`config.mk`:
```
export PLATFORM = sky130hd
export DESIGN_NAME = sdsu_top
export DESIGN_NICKNAME = d
export VERILOG_FILES = /design/src/rtl/sdsu_pkg.sv /design/src/rtl/sdsu_reg_if.sv /design/src/rtl/sdsu_ahb_front.sv /design/src/rtl/sdsu_top.sv
export SDC_FILE = /design/constraint.sdc
export NUM_CORES = 1
export LEC_CHECK = 0
export BUFFER_PORTS_ARGS = -buffer_cell sky130_fd_sc_hd__buf_2
export CORE_UTILIZATION = 52
export DETAILED_ROUTE_END_ITERATION = 10
export GPL_ROUTABILITY_DRIVEN = 1
export PLACE_DENSITY = 0.91
export RECOVER_POWER = 50
export SLEW_MARGIN = 20
export SYNTH_ARGS = -nofsm -noshare
export SYNTH_HDL_FRONTEND = slang
export SYNTH_SLANG_ARGS = --single-unit
```
`constraint.sdc`:
```
create_clock -name core_clk_in -period 2.5 [get_ports core_clk_in]
set_input_delay 0.5 -clock core_clk_in [delete_from_list [all_inputs] [get_ports core_clk_in]]
set_output_delay 0.5 -clock core_clk_in [all_outputs]
set_load 0.01 [all_outputs]
```
`src/rtl/sdsu_pkg.sv`:
```
package sdsu_pkg;
  // Register byte offsets on the AHB-Lite slave
  localparam logic [31:0] OFS_STATUS = 32'h0000_0000;
  localparam logic [31:0] OFS_CTRL = 32'h0000_0004;
  localparam logic [31:0] OFS_ENGINE = 32'h0000_0008;

  // Status word: upper half of descriptor word three, bit 0 here is bit 32 there
  localparam int ST_ACTIVE = 31;
  localparam int ST_HALT = 30;
  localparam int ST_BABBLE = 29;
  localparam int ST_XACT_ERR = 28;
  localparam int ST_PHASE = 27;
  localparam int ST_TOGGLE = 25;
  localparam int ST_ERR_LSB = 23;
  localparam int ST_NAK_LSB = 19;
  localparam int ST_BYTES_LSB = 0;

  // Control word
  localparam int CT_VALID = 0;
  localparam int CT_RELOAD_LSB = 1;

  // Engine status word
  localparam int EN_RETRY_FIRST = 0;
  localparam int EN_RESULT_LSB = 1;
  localparam int EN_DONE = 4;

  // Field widths and constants
  localparam int ERR_W = 2;
  localparam int NAK_W = 4;
  localparam int BYTES_W = 15;
  localparam logic [1:0] ERR_RELOAD = 2'h3;
  localparam logic [1:0] ERR_ONE = 2'h1;
  localparam logic [1:0] ERR_ZERO = 2'h0;
  localparam logic [3:0] NAK_ONE = 4'h1;
  localparam logic [3:0] NAK_ZERO = 4'h0;
  localparam logic [31:0] WORD_ZERO = 32'h0000_0000;
  localparam logic [1:0] HTRANS_NONSEQ = 2'h2;

  // Outcome of one split attempt, as reported by the transaction engine
  typedef enum logic [2:0] {
    RES_ACK = 3'h0,
    RES_NAK = 3'h1,
    RES_NYET = 3'h2,
    RES_ERR = 3'h3,
    RES_BABBLE = 3'h4
  } sdsu_result_e;

  // Front end bus states
  typedef enum logic [2:0] {
    BUS_IDLE = 3'b001,
    BUS_WRITE = 3'b010,
    BUS_READ = 3'b100
  } sdsu_bus_e;
endpackage

```
`src/rtl/sdsu_reg_if.sv`:
```
`timescale 1ns/1ps
`default_nettype none
// Register access path between the bus front end and the descriptor logic
interface sdsu_reg_if;
  logic wr_en;
  logic [31:0] addr;
  logic [31:0] wdata;
  logic [31:0] rdata;

  modport front (output wr_en, output addr, output wdata, input rdata);
  modport core (input wr_en, input addr, input wdata, output rdata);
endinterface
`default_nettype wire

```
`src/rtl/sdsu_ahb_front.sv`:
```
`timescale 1ns/1ps
`default_nettype none
module sdsu_ahb_front (
  input wire logic core_clk_in, // Core clock
  input wire logic rst_n_in, // Async reset, active low
  input wire logic hsel_in, // Slave select
  input wire logic [31:0] haddr_in, // Byte address
  input wire logic [1:0] htrans_in, // Transfer type
  input wire logic hwrite_in, // Write when high
  input wire logic [2:0] hsize_in, // Word only
  input wire logic [31:0] hwdata_in, // Write data
  input wire logic hready_in, // Bus ready
  output logic [31:0] hrdata_out, // Read data
  output logic hreadyout_out, // Slave ready
  output logic hresp_out, // Always OKAY
  sdsu_reg_if.front reg_bus // To register file
);
  typedef struct packed {
    sdsu_pkg::sdsu_bus_e state;
    logic [31:0] addr;
    logic [31:0] hrdata;
    logic hreadyout;
  } sdsu_front_s;

  sdsu_front_s r;
  sdsu_front_s n;
  logic addr_phase;

  // Only word transfers are issued, so hsize is not decoded
  assign addr_phase = hsel_in && hready_in && (htrans_in == sdsu_pkg::HTRANS_NONSEQ);
  assign reg_bus.wr_en = (r.state == sdsu_pkg::BUS_WRITE);
  assign reg_bus.addr = r.addr;
  assign reg_bus.wdata = hwdata_in;
  assign hrdata_out = r.hrdata;
  assign hreadyout_out = r.hreadyout;
  assign hresp_out = 1'b0;

  // Reads take one wait state so a write just before them is always seen
  always_comb begin
    n = r;
    unique case (r.state)
      sdsu_pkg::BUS_IDLE, sdsu_pkg::BUS_WRITE: begin
        n.state = sdsu_pkg::BUS_IDLE;
        if (addr_phase) begin
          n.addr = haddr_in;
          if (hwrite_in) begin
            n.state = sdsu_pkg::BUS_WRITE;
          end else begin
            n.state = sdsu_pkg::BUS_READ;
            n.hreadyout = 1'b0;
          end
        end
      end
      sdsu_pkg::BUS_READ: begin
        n.hrdata = reg_bus.rdata;
        n.hreadyout = 1'b1;
        n.state = sdsu_pkg::BUS_IDLE;
      end
    endcase
  end

  // State register
  always_ff @(posedge core_clk_in or negedge rst_n_in) begin
    if (!rst_n_in) begin
      r.state <= sdsu_pkg::BUS_IDLE;
      r.addr <= sdsu_pkg::WORD_ZERO;
      r.hrdata <= sdsu_pkg::WORD_ZERO;
      r.hreadyout <= 1'b1;
    end else begin
      r <= n;
    end
  end
endmodule
`default_nettype wire

```
`src/rtl/sdsu_top.sv`:
```
`timescale 1ns/1ps
`default_nettype none
module sdsu_top (
  input wire logic core_clk_in, // Core clock, 40 MHz
  input wire logic rst_n_in, // Async reset, active low
  // Register bus, AHB-Lite slave, word access only
  input wire logic hsel_in, // AHB slave select
  input wire logic [31:0] haddr_in, // AHB address
  input wire logic [1:0] htrans_in, // AHB transfer type
  input wire logic hwrite_in, // AHB write
  input wire logic [2:0] hsize_in, // AHB size
  input wire logic [31:0] hwdata_in, // AHB write data
  input wire logic hready_in, // AHB ready
  output logic [31:0] hrdata_out, // AHB read data
  output logic hreadyout_out, // AHB slave ready
  output logic hresp_out, // AHB response
  // Outcome of each split attempt, from the transaction engine on this clock
  input wire logic split_result_valid_in, // One split attempt finished, pulse
  input wire logic [2:0] split_result_code_in, // Outcome of that attempt
  input wire logic [14:0] split_result_bytes_in, // Bytes moved by that attempt
  input wire logic split_iso_in, // Attempt was isochronous
  input wire logic time_short_in, // Too little frame time left to retry
  // Frame timing
  input wire logic sof_in, // Start of frame, pulse
  // Descriptor state toward the scheduler
  output logic desc_active_out, // Descriptor active flag
  output logic desc_valid_out, // Descriptor valid flag
  output logic split_phase_out, // Zero start split, one complete split
  output logic toggle_out, // Current data toggle
  output logic retry_first_out // Hold aperiodic pointer, retry first after SOF
);
  // All descriptor state in one record, registered in one place
  typedef struct packed {
    // Status half of descriptor word three, written by both sides
    logic active;
    logic halt;
    logic babble;
    logic xact_err;
    logic split_phase_bit;
    logic toggle_bit;
    logic [1:0] err_count;
    logic [3:0] nak_retry_count;
    logic [14:0] transferred_byte_count;

    // Control word, written by software; hardware clears valid when it retires a descriptor
    logic valid;
    logic [3:0] nak_reload_value;

    // Engine bookkeeping, local to this block
    logic retry_first;
    logic [2:0] last_result;
    logic done;
  } sdsu_desc_s;

  // Descriptor state and its next value
  sdsu_desc_s r;
  sdsu_desc_s n;

  // Carrier to the bus front end
  sdsu_reg_if reg_bus ();

  // Split outcome qualified by the descriptor state
  logic live_evt;
  logic failed_evt;

  // Register images as software reads them
  logic [31:0] status_word;
  logic [31:0] ctrl_word;
  logic [31:0] engine_word;

  // Bus front end; reads take one wait state, writes none
  sdsu_ahb_front u_front (
    .core_clk_in(core_clk_in),
    .rst_n_in(rst_n_in),
    .hsel_in(hsel_in),
    .haddr_in(haddr_in),
    .htrans_in(htrans_in),
    .hwrite_in(hwrite_in),
    .hsize_in(hsize_in),
    .hwdata_in(hwdata_in),
    .hready_in(hready_in),
    .hrdata_out(hrdata_out),
    .hreadyout_out(hreadyout_out),
    .hresp_out(hresp_out),
    .reg_bus(reg_bus)
  );

  // Register images, reserved bits read zero
  always_comb begin
    // Status word, bit 0 here is bit 32 of the descriptor word
    status_word = sdsu_pkg::WORD_ZERO;
    status_word[sdsu_pkg::ST_ACTIVE] = r.active;
    status_word[sdsu_pkg::ST_HALT] = r.halt;
    status_word[sdsu_pkg::ST_BABBLE] = r.babble;
    status_word[sdsu_pkg::ST_XACT_ERR] = r.xact_err;
    status_word[sdsu_pkg::ST_PHASE] = r.split_phase_bit;
    status_word[sdsu_pkg::ST_TOGGLE] = r.toggle_bit;
    // Retry budgets and byte count
    status_word[sdsu_pkg::ST_ERR_LSB +: sdsu_pkg::ERR_W] = r.err_count;
    status_word[sdsu_pkg::ST_NAK_LSB +: sdsu_pkg::NAK_W] = r.nak_retry_count;
    status_word[sdsu_pkg::ST_BYTES_LSB +: sdsu_pkg::BYTES_W] = r.transferred_byte_count;

    // Control word
    ctrl_word = sdsu_pkg::WORD_ZERO;
    ctrl_word[sdsu_pkg::CT_VALID] = r.valid;
    ctrl_word[sdsu_pkg::CT_RELOAD_LSB +: sdsu_pkg::NAK_W] = r.nak_reload_value;

    // Engine word, read-only apart from the write-one-clear hold
    engine_word = sdsu_pkg::WORD_ZERO;
    engine_word[sdsu_pkg::EN_RETRY_FIRST] = r.retry_first;
    engine_word[sdsu_pkg::EN_RESULT_LSB +: 3] = r.last_result;
    engine_word[sdsu_pkg::EN_DONE] = r.done;
  end

  // Read mux; unmapped addresses read zero and still answer OKAY
  always_comb begin
    unique case (reg_bus.addr)
      sdsu_pkg::OFS_STATUS: reg_bus.rdata = status_word;
      sdsu_pkg::OFS_CTRL: reg_bus.rdata = ctrl_word;
      sdsu_pkg::OFS_ENGINE: reg_bus.rdata = engine_word;
      default: reg_bus.rdata = sdsu_pkg::WORD_ZERO;
    endcase
  end

  // Events only touch a descriptor that is both valid and active
  // A retired descriptor may still see a late result; it must not revive it
  assign live_evt = split_result_valid_in && r.valid && r.active;
  // Anything but ACK is a failed attempt that may need a retry slot
  assign failed_evt = live_evt && (split_result_code_in != sdsu_pkg::RES_ACK);

  // Software write first, then the hardware outcome on top of it, so an
  // outcome in the same cycle as a write is never lost
  always_comb begin
    n = r;

    // Software side of the descriptor
    if (reg_bus.wr_en) begin
      unique case (reg_bus.addr)
        // Software loads the starting state; the phase must be written zero
        sdsu_pkg::OFS_STATUS: begin
          n.active = reg_bus.wdata[sdsu_pkg::ST_ACTIVE];
          n.halt = reg_bus.wdata[sdsu_pkg::ST_HALT];
          n.babble = reg_bus.wdata[sdsu_pkg::ST_BABBLE];
          n.xact_err = reg_bus.wdata[sdsu_pkg::ST_XACT_ERR];
          n.split_phase_bit = reg_bus.wdata[sdsu_pkg::ST_PHASE];
          n.toggle_bit = reg_bus.wdata[sdsu_pkg::ST_TOGGLE];
          n.err_count = reg_bus.wdata[sdsu_pkg::ST_ERR_LSB +: sdsu_pkg::ERR_W];
          n.nak_retry_count = reg_bus.wdata[sdsu_pkg::ST_NAK_LSB +: sdsu_pkg::NAK_W];
          n.transferred_byte_count =
            reg_bus.wdata[sdsu_pkg::ST_BYTES_LSB +: sdsu_pkg::BYTES_W];
          n.done = 1'b0;
        end

        // Valid and reload; software retires a descriptor by clearing valid
        sdsu_pkg::OFS_CTRL: begin
          n.valid = reg_bus.wdata[sdsu_pkg::CT_VALID];
          n.nak_reload_value = reg_bus.wdata[sdsu_pkg::CT_RELOAD_LSB +: sdsu_pkg::NAK_W];
        end

        sdsu_pkg::OFS_ENGINE: begin
          // Write one to drop the retry hold early
          if (reg_bus.wdata[sdsu_pkg::EN_RETRY_FIRST]) begin
            n.retry_first = 1'b0;
          end
        end
        default: begin
        end
      endcase
    end

    // Hold only lasts until the frame boundary it waits for
    if (sof_in) begin
      n.retry_first = 1'b0;
    end

    if (live_evt) begin
      n.last_result = split_result_code_in;
      n.xact_err = 1'b0;
      // Record what happened, then let the outcome decide each field
      unique case (split_result_code_in)
        // Handshake accepted by the hub
        sdsu_pkg::RES_ACK: begin
          if (!r.split_phase_bit) begin
            // Start split accepted by the hub: complete split goes next
            n.split_phase_bit = 1'b1;
          end else begin
            // Complete split finished the data phase
            n.toggle_bit = ~r.toggle_bit;
            n.transferred_byte_count = split_result_bytes_in;
            n.split_phase_bit = 1'b0;
            n.active = 1'b0;
            n.done = 1'b1;
          end
          // Any handshake from the hub restores the full error budget
          n.err_count = sdsu_pkg::ERR_RELOAD;
        end

        // Hub had no room; only the NAK budget shrinks
        sdsu_pkg::RES_NAK: begin
          n.err_count = sdsu_pkg::ERR_RELOAD;
          // Isochronous splits and a zero reload leave the counter alone
          if (!split_iso_in && (r.nak_reload_value != sdsu_pkg::NAK_ZERO)) begin
            n.nak_retry_count = r.nak_retry_count - sdsu_pkg::NAK_ONE;
            if (r.nak_retry_count <= sdsu_pkg::NAK_ONE) begin
              n.nak_retry_count = sdsu_pkg::NAK_ZERO;
              n.valid = 1'b0;
              n.active = 1'b0;
              n.done = 1'b1;
            end
          end
        end

        // Hub not done yet; the complete split is simply repeated
        sdsu_pkg::RES_NYET: begin
          n.err_count = sdsu_pkg::ERR_RELOAD;
        end

        // No answer or a corrupt one costs one unit of the error budget
        sdsu_pkg::RES_ERR: begin
          n.xact_err = 1'b1;
          n.err_count = r.err_count - sdsu_pkg::ERR_ONE;
          // A counter already at zero counts as exhausted, never wraps
          if (r.err_count <= sdsu_pkg::ERR_ONE) begin
            n.err_count = sdsu_pkg::ERR_ZERO;
            n.valid = 1'b0;
            n.active = 1'b0;
            n.halt = 1'b1;
            n.done = 1'b1;
          end
        end

        // Babble cannot be retried safely, so the descriptor is retired at once
        sdsu_pkg::RES_BABBLE: begin
          n.babble = 1'b1;
          n.halt = 1'b1;
          n.active = 1'b0;
          n.valid = 1'b0;
          n.done = 1'b1;
        end

        // Codes beyond babble are not outcomes and change no field, but still count as failed for the retry hold
        default: begin
          n.last_result = r.last_result;
          n.xact_err = r.xact_err;
        end
      endcase
    end

    // A retry that cannot fit holds the pointer; set beats SOF clear
    if (failed_evt && n.valid && time_short_in) begin
      n.retry_first = 1'b1;
    end
  end

  // State register; descriptor comes out of reset idle and invalid
  always_ff @(posedge core_clk_in or negedge rst_n_in) begin
    if (!rst_n_in) begin
      // Status flags come up cleared
      r.active <= 1'b0;
      r.halt <= 1'b0;
      r.babble <= 1'b0;
      r.xact_err <= 1'b0;
      r.split_phase_bit <= 1'b0;
      r.toggle_bit <= 1'b0;

      // Error budget reads as full, the value software normally loads
      r.err_count <= sdsu_pkg::ERR_RELOAD;
      r.nak_retry_count <= sdsu_pkg::NAK_ZERO;
      r.transferred_byte_count <= '0;

      // Control word: no descriptor is valid until software says so
      r.valid <= 1'b0;
      r.nak_reload_value <= sdsu_pkg::NAK_ZERO;
      // Engine bookkeeping
      r.retry_first <= 1'b0;
      r.last_result <= sdsu_pkg::RES_ACK;
      r.done <= 1'b0;
    end else begin
      r <= n;
    end
  end

  // Outputs straight from the state flops
  // The scheduler reads these; software sees the same bits in the images
  assign desc_active_out = r.active;
  assign desc_valid_out = r.valid;
  assign split_phase_out = r.split_phase_bit;
  assign toggle_out = r.toggle_bit;
  assign retry_first_out = r.retry_first;
endmodule
`default_nettype wire

```
== After elaboration in Yosys (flattened, before gate mapping) ==
Index checks and enable logic that the tools add are counted.
Word-level totals
  flip-flop bits (word level): 105
  latch bits: 0
  memory bits (writable): 0
  memory bits (read-only): 0
  input bits: 96
  output and inout bits: 39
  word-level logic and storage cells: 109
  memories: 0
Cells by class
  add/sub/neg operators: 2
  multipliers: 0
  divide/modulo/power cells: 0
  order comparisons: 2
  equality and inequality tests: 13
  shifts and indexed selects: 0
  muxes and demuxes: 45
  bitwise logic cells: 1
  reduce and logical (&&, ||, !) cells: 28
Operators by type and width (count)
  case mux 32 bit (3 select lines): 1
  2-to-1 mux 35 bit: 1
  2-to-1 mux 33 bit: 1
  equality test 32 x 3 -> 1 bit, second input constant: 1
  equality test 32 x 4 -> 1 bit, second input constant: 1
  logical NOT 32 bit: 1
  2-to-1 mux 15 bit: 2
  2-to-1 mux 28 bit: 1
  2-to-1 mux 27 bit: 1
  2-to-1 mux 1 bit: 22
  2-to-1 mux 4 bit: 3
  nonzero test 3 bit: 4
  equality test 3 x 2 -> 1 bit, second input constant: 3
  logical AND 1 bit: 8
  case mux 1 bit (4 select lines): 2
  AND reduction 2 bit: 4
  equality test 3 x 1 -> 1 bit, second input constant: 2
  equality test 3 bit, second input constant: 2
  2-to-1 mux 2 bit: 3
  case mux 1 bit (2 select lines): 3
  case mux 3 bit (2 select lines): 1
  AND reduction 3 bit: 2
  2-to-1 mux 5 bit: 1
  OR reduction 5 bit: 1
  other kinds (19): 20

== Logic depth before layout (Yosys ltp) ==
Gate-level depths: netlist of the first run.
  depth in word-level cells: 11
  gate-level depth with buffers: 7

== Modules after synthesis ==
Synthesis of the first run repeated with hierarchy kept, for this count alone.
Unflattened totals
  cells, all modules: 506
  area, all modules: 5585.4 um2
Modules (own cells, without submodules)
  sdsu_ahb_front: instances 1, cells an instance 248, area an instance 3309.4 um2
  sdsu_top: instances 1, cells an instance 258, area an instance 2275.9 um2

== Worst setup path before layout of the first run ==
Ideal clock, no wire load.
  path type: input to register
  start point: input split_result_code_in[0]
  end point: register r[27] (netlist bit)
  library setup time: 126 ps
  arrival time: 1849 ps
  setup slack: 525 ps
  cell stages on the path: 6
  path buffers: 2
  path through: buf_4 > nand2b_2 > or4b_1 > buf_2 > and2_1 > a221o_1
RTL lines
  from (decl): RTL line sdsu_top.sv:19  | input wire logic [2:0] split_result_code_in,
  to (signal assigned): RTL line sdsu_top.sv:279  | r <= n;
  to (decl): RTL line sdsu_top.sv:56  | sdsu_desc_s r;

==> impl_metrics.toml, run 1 <==
[clocking]
htree_levels = 3
path_clk_slew_ps = 100
cts.path.max_buffers = 2
clock_sinks = 100
root_buffer = "clkbuf_8"
cts-resized-gates = 0
cts_setup_buffers = 0
cts_buffers = 9
cts_tree = "yes"
clk_latency_ps = 360
cts_hold_buf = 1

[cells_and_area]
layout-drive-gt1-share_pct = 36.4
nets = 590
antennaDiodeCount = 0
area_delta_synth_final_pct = 14.7
utilization_pct = 61.6
fillers = 715

[synthesis]
synth-seq-cells = 100
synth.largest_area_cell = "dfrtp_1"
synth_top_area_share_pct = 51.0
yosysMostFrequentCell = "dfrtp_1"
synth-edff-count = 0
syn_inst = 399
synth_ff_type = "dfrtp_1"
seq_area_frac_synth_pct = 53.2
avgSynthCellArea_um2 = 11.8
yosysWarnings = 0
postSynth.asyncResetShare_pct = 100
synth_top_cells_by_count = "96 x dfrtp_1, 39 x nor2_1, 38 x mux2_2"
synth.area.top_cells = "dfrtp_1 51%, mux2_2 9.1%, buf_4 5.7%"
synth_area_mm2 = 0.00471
yosysUniqueCellTypes = 52

[route]
num_vias = 3381
wl_met3_um = 729
ant_nets = 0
wl_met1_um = 4140
first_iter_violations = 125
highest_layer = "met4"
routedWlPerCell_um = 16.2
wl_um = 9790
drc = 0
routed-wl-met2_um = 4780
vias_per_cell = 5.59
drtPass1Iterations = 4

[power_and_ir_drop]
ir_drop_mv = 0.364
internal-power_w = 0.00245
switching_share_pct = 25.4
p_switching_w = 0.000832
finalPower_w = 0.00328
power_density_mw_per_mm2 = 607
seqPwrFrac_pct = 56.1
power_frac_comb_pct = 10.3
leakage_nw = 2.55
clkPwrFrac_pct = 33.6

[sta]
tns_ps = 0
relSlewSlack_pct = 40.9
skew_ps = 9.47
final-setup-viol-count = 0
finalCriticalPeriod_ps = 2220
fmax_ghz = 0.450
slew_violations = 0
hold_violations = 0
fin_crit_sh_pct = 88.9
worstMarginPinSlew_ps = 886
fin_ws_ps = 278
holdWs_ps = 308
rsz0062_at_grt = "false"

[grt]
grt_util_all_layers_pct = 21.9
grt_max_degree = 58
antenna_found_initial = 0
grt_first_pass_wirelength_um = 16700
grt_overflow = 0
grt_pass1_vias = 3531

[setup_path]
crit_type = "reg2reg"
worstPathRequired_ps = 2740
r2r_slack_ps = 280
reg2reg_to = "r[13]"
end_kind = "register"
r2r_start = "u_front.reg_bus.addr[9]"
cp-start-kind = "register"
ff2ff_path_depth = 7
cp_max_fo = 23
arrival_ps = 2460

[die]
rows = 34
dieArea_mm2 = 0.00944
core_area_mm2 = 0.00876
io_pins = 135
initial_core_util_pct = 53.7
die_y_um = 97.2
die_w_um = 97.2

[placed_design]
hpwl_um = 7210
preCtsSetupSlack_ps = 270
io_buffers = 120
routabilityCongestion = 0.923

[min_path]
hold_depth = 2
min_from = "hwrite_in"
hp-class = "in2reg"
whs_endpoint = "u_front.r[67]"

[job]
timing.max_cap.violations = 0

[run_status]
outcome = "complete, no violations"
[through the flow]
stage,area (um^2),cells
6_report,5400,605
5_1_grt,5400,605
4_1_cts,5430,605
3_5_place_dp,5200,588
3_3_place_gp,5200,588
2_1_floorplan,4730,404
[layout make-up]
type / instances / area, um^2 / share of cell area [%]
sequential: 100 / 2510 / 46.4
multi-input combinational: 243 / 1820 / 33.7
timing repair buffer: 131 / 697 / 12.9
clock buffer: 10 / 138 / 2.55
tap: 108 / 135 / 2.50
clock inverter: 6 / 76.3 / 1.41
inverter: 7 / 26.3 / 0.487
[state kept, by name (all words and copies together), names as in the netlist]
name / count
ctrl_word: 4
desc_active_out: 1
desc_valid_out: 1
engine_word: 4
r: 24
retry_first_out: 1
split_phase_out: 1
toggle_out: 1
u_front.hrdata_out: 27
u_front.hreadyout_out: 1
u_front.r: 3
u_front.reg_bus.addr: 32
[worst max-delay path, stage by stage (launching register included)]
cell	delay, ps
dfrtp_1	410
nor4_2	320
nand4_1	270
nor4_4	320
buf_12	220
buf_4	240
mux2i_1	230
a21oi_1	90
[power by group through the flow]
stage / combinational (W) / sequential, W / clock (W)
2_1_floorplan: 0.000212 / 0.00184 / 0
3_3_place_gp: 0.000323 / 0.00186 / 0
3_5_place_dp: 0.000342 / 0.00187 / 0
4_1_cts: 0.000343 / 0.00184 / 0.00113
5_1_grt: 0.000375 / 0.00186 / 0.00119
6_report: 0.000337 / 0.00184 / 0.00110
[metal layers]
metal	track usage, %	vias up
met2	36.3	116
met1	28.1	1668
met4	7.46	0
met3	5.32	15
met5	0	-
li1	-	1582
[layout by cell type (no fill, tap or decap), types with 3 or more instances in the layout]
cell type,netlist,routed
nand2b_1,3,3
inv_6,0,3
inv_1,7,7
conb_1,1,6
buf_12,1,3
buf_4,36,5
mux2_2,38,38
nand2_1,10,10
nand3_1,4,4
nor3_1,9,8
a21oi_1,19,19
a22o_1,27,27
clkbuf_1,10,17
nor2_1,39,39
nor4_2,3,3
o21ai_0,10,10
clkbuf_8,0,10
dfrtp_1,96,96
buf_2,5,104
a211oi_1,3,3
mux2i_1,26,26
nor4_1,6,6
a221o_1,3,3
dfstp_2,4,4
nand3b_1,3,3
[how the worst max path moves through the flow]
stage               endpoint  slack, ps                     from
floorplan              r[27]        530  split_result_code_in[0]
global placement       r[28]        310  split_result_code_in[2]
detailed placement     r[27]        270  split_result_code_in[2]
CTS                    r[13]        280  u_front.reg_bus.addr[9]
global route           r[13]        110  u_front.reg_bus.addr[7]
finish                 r[13]        280  u_front.reg_bus.addr[9]
[logic make-up after synthesis]
family	synth area share (%)
mux	14.6
simple gates	11.2
compound gates	11.6
buf+inv	8.61
other cells	0.0796
fa+ha+maj	0.531
xor+xnor	0.186
flops	53.2
No activity file was read; power rests on OpenSTA's default activity.
==> inputs of run 2 (changes only) <==
==> constraint.sdc (replaced) <==
create_clock -name core_clk_in -period 2.3 [get_ports core_clk_in]
set_input_delay 0.46 -clock core_clk_in [delete_from_list [all_inputs] [get_ports core_clk_in]]
set_output_delay 0.46 -clock core_clk_in [all_outputs]
set_load 0.01 [all_outputs]
==> impl_metrics.toml, run 2 (synthesis results as in run 1) <==
[cells_and_area]
utilization_pct = 62.2
final_cells = 610
final_common_cell = "buf_2"
fillers = 734
nets = 595
final_cell_mix = "105 x buf_2, 96 x dfrtp_1, 39 x nor2_1, 38 x mux2_2, 27 x a22o_1"
antennaDiodeCount = 0
regMostFlops = "u_front.reg_bus.addr"
area_delta_synth_final_pct = 15.7
largest_reg_flops = 32
layout-drive-gt1-share_pct = 37.3

[sta]
rsz0062_at_grt = "false"
fin_ws_ps = 128
relSlewSlack_pct = 4.35
hold_violations = 0
tns_ps = 0
final-setup-viol-count = 0
worstMarginPinSlew_ps = 1430
fmax_ghz = 0.460
finalCriticalPeriod_ps = 2170
skew_ps = 12.4
slew_violations = 0
fin_crit_sh_pct = 94.4

[setup_path]
cpMaxStageDelayCell = "dfrtp_1"
cpLargestDelayFamily = "simple AND/OR/NAND/NOR gates"
cp_max_fo = 32
slowest_delay_ps = 390
end_kind = "register"
worstPathRequired_ps = 2560
crit_type = "reg2reg"
path_cells = "nor4_1 -> nand4_1 -> nor4_4 -> buf_12 -> mux2_2 -> o21a_1"
crit_buf_inv = 1
cp-start-kind = "register"
arrival_ps = 2430

[power_and_ir_drop]
ir_drop_mv = 0.447
switching_share_pct = 25.4
clkPwrFrac_pct = 32.5
power_density_mw_per_mm2 = 645
internal-power_w = 0.00262
leakage_nw = 2.57
power_frac_comb_pct = 10.6
finalPower_w = 0.00352
p_switching_w = 0.000892
seqPwrFrac_pct = 56.9

[route]
drc = 0
drtPass1Iterations = 4
wl_um = 10000
num_vias = 3402
ant_nets = 0
first_iter_violations = 143
routedWlPerCell_um = 16.5
vias_per_cell = 5.58

[clocking]
cts.path.max_buffers = 2
cts_buffers = 9
clock_sinks = 100
cts_tree = "yes"
clk_latency_ps = 360
root_buffer = "clkbuf_8"
htree_levels = 3
path_clk_slew_ps = 100

[grt]
use_met1_pct = 28.0
grt_util_all_layers_pct = 22.3
grt_pass1_vias = 3485
grt_use_met2_pct = 37.8
antenna_found_initial = 0
grt_max_degree = 62
met3_usage_pct = 5.90
top_usage_layer = "met2"
grt_first_pass_wirelength_um = 16800
grt_overflow = 0

[die]
io_pins = 135
die_w_um = 97.2
die_y_um = 97.2
dieArea_mm2 = 0.00944
core_area_mm2 = 0.00876
initial_core_util_pct = 53.7
rows = 34

[run_status]
outcome = "complete, no violations"

[placed_design]
hpwl_um = 7330
routabilityCongestion = 0.899
place_inst = 592
preCtsSetupSlack_ps = 69.7
io_buffers = 120

[min_path]
hp-class = "in2reg"

[job]
timing.max_cap.violations = 0
[run 2: changes by cell type in the layout (fill, tap and decap cells not counted), sizes merged]
cell      before  now
buf          112  120
clkbuf        28   25
clkinvlp       0    2
inv           11    9
[run 2: cell type report]
cell class                      instances  area (um^2)  share of cell area [%]
Sequential cell                       100         2510                    46.0
Multi-Input combinational cell        243         1830                    33.5
Timing Repair Buffer                  136          754                    13.8
Tap cell                              108          135                    2.48
Clock buffer                           10          128                    2.34
Clock inverter                          6         72.6                    1.33
Inverter                                7         26.3                   0.482
[run 2: final timing paths]
check | from | to | slack [ps] | cells after the start
setup / recovery | u_front.reg_bus.addr[15] | split_phase_out | 130 | 6
hold / removal | hwrite_in | u_front.r[67] | 280 | 2
setup reg to reg | u_front.reg_bus.addr[15] | split_phase_out | 130 | 6
hold reg to reg | r[21] | u_front.hrdata_out[11] | 500 | 1
max in group asynchronous | rst_n_in | r[29] | 300 | 3
min in group asynchronous | rst_n_in | u_front.hrdata_out[20] | 960 | 2
[run 2: metrics by stage]
stage	cell area [um^2]	hold WS [ps]
after floorplan	4730	164
after global placement	5250	378
after detailed placement	5250	386
after CTS	5460	264
after global routing	5450	267
final	5450	275
[run 2: what timing repair did]
action	CTS	global route
hold buffers	1	0
setup buffers	0	2
endpoints found under the setup margin	0	9
resized for setup	0	1
hold endpoints to repair	19	0
[run 2: per-layer routing]
layer / routed length [um] / up-vias / share of wire [%]
li1: - / 1595 / -
met1: 4140 / 1652 / 41
met2: 4950 / 144 / 49
met3: 836 / 11 / 8.3
met4: 121 / 0 / 1.2
met5: 0 / - / 0
[run 2: power by group through the flow]
stage               Clock, W  Sequential, W  Combinational, W
floorplan                  0        0.00200          0.000230
global placement           0        0.00202          0.000353
detailed placement         0        0.00203          0.000373
CTS                  0.00117        0.00200          0.000376
global route         0.00124        0.00202          0.000409
finish               0.00114        0.00200          0.000372
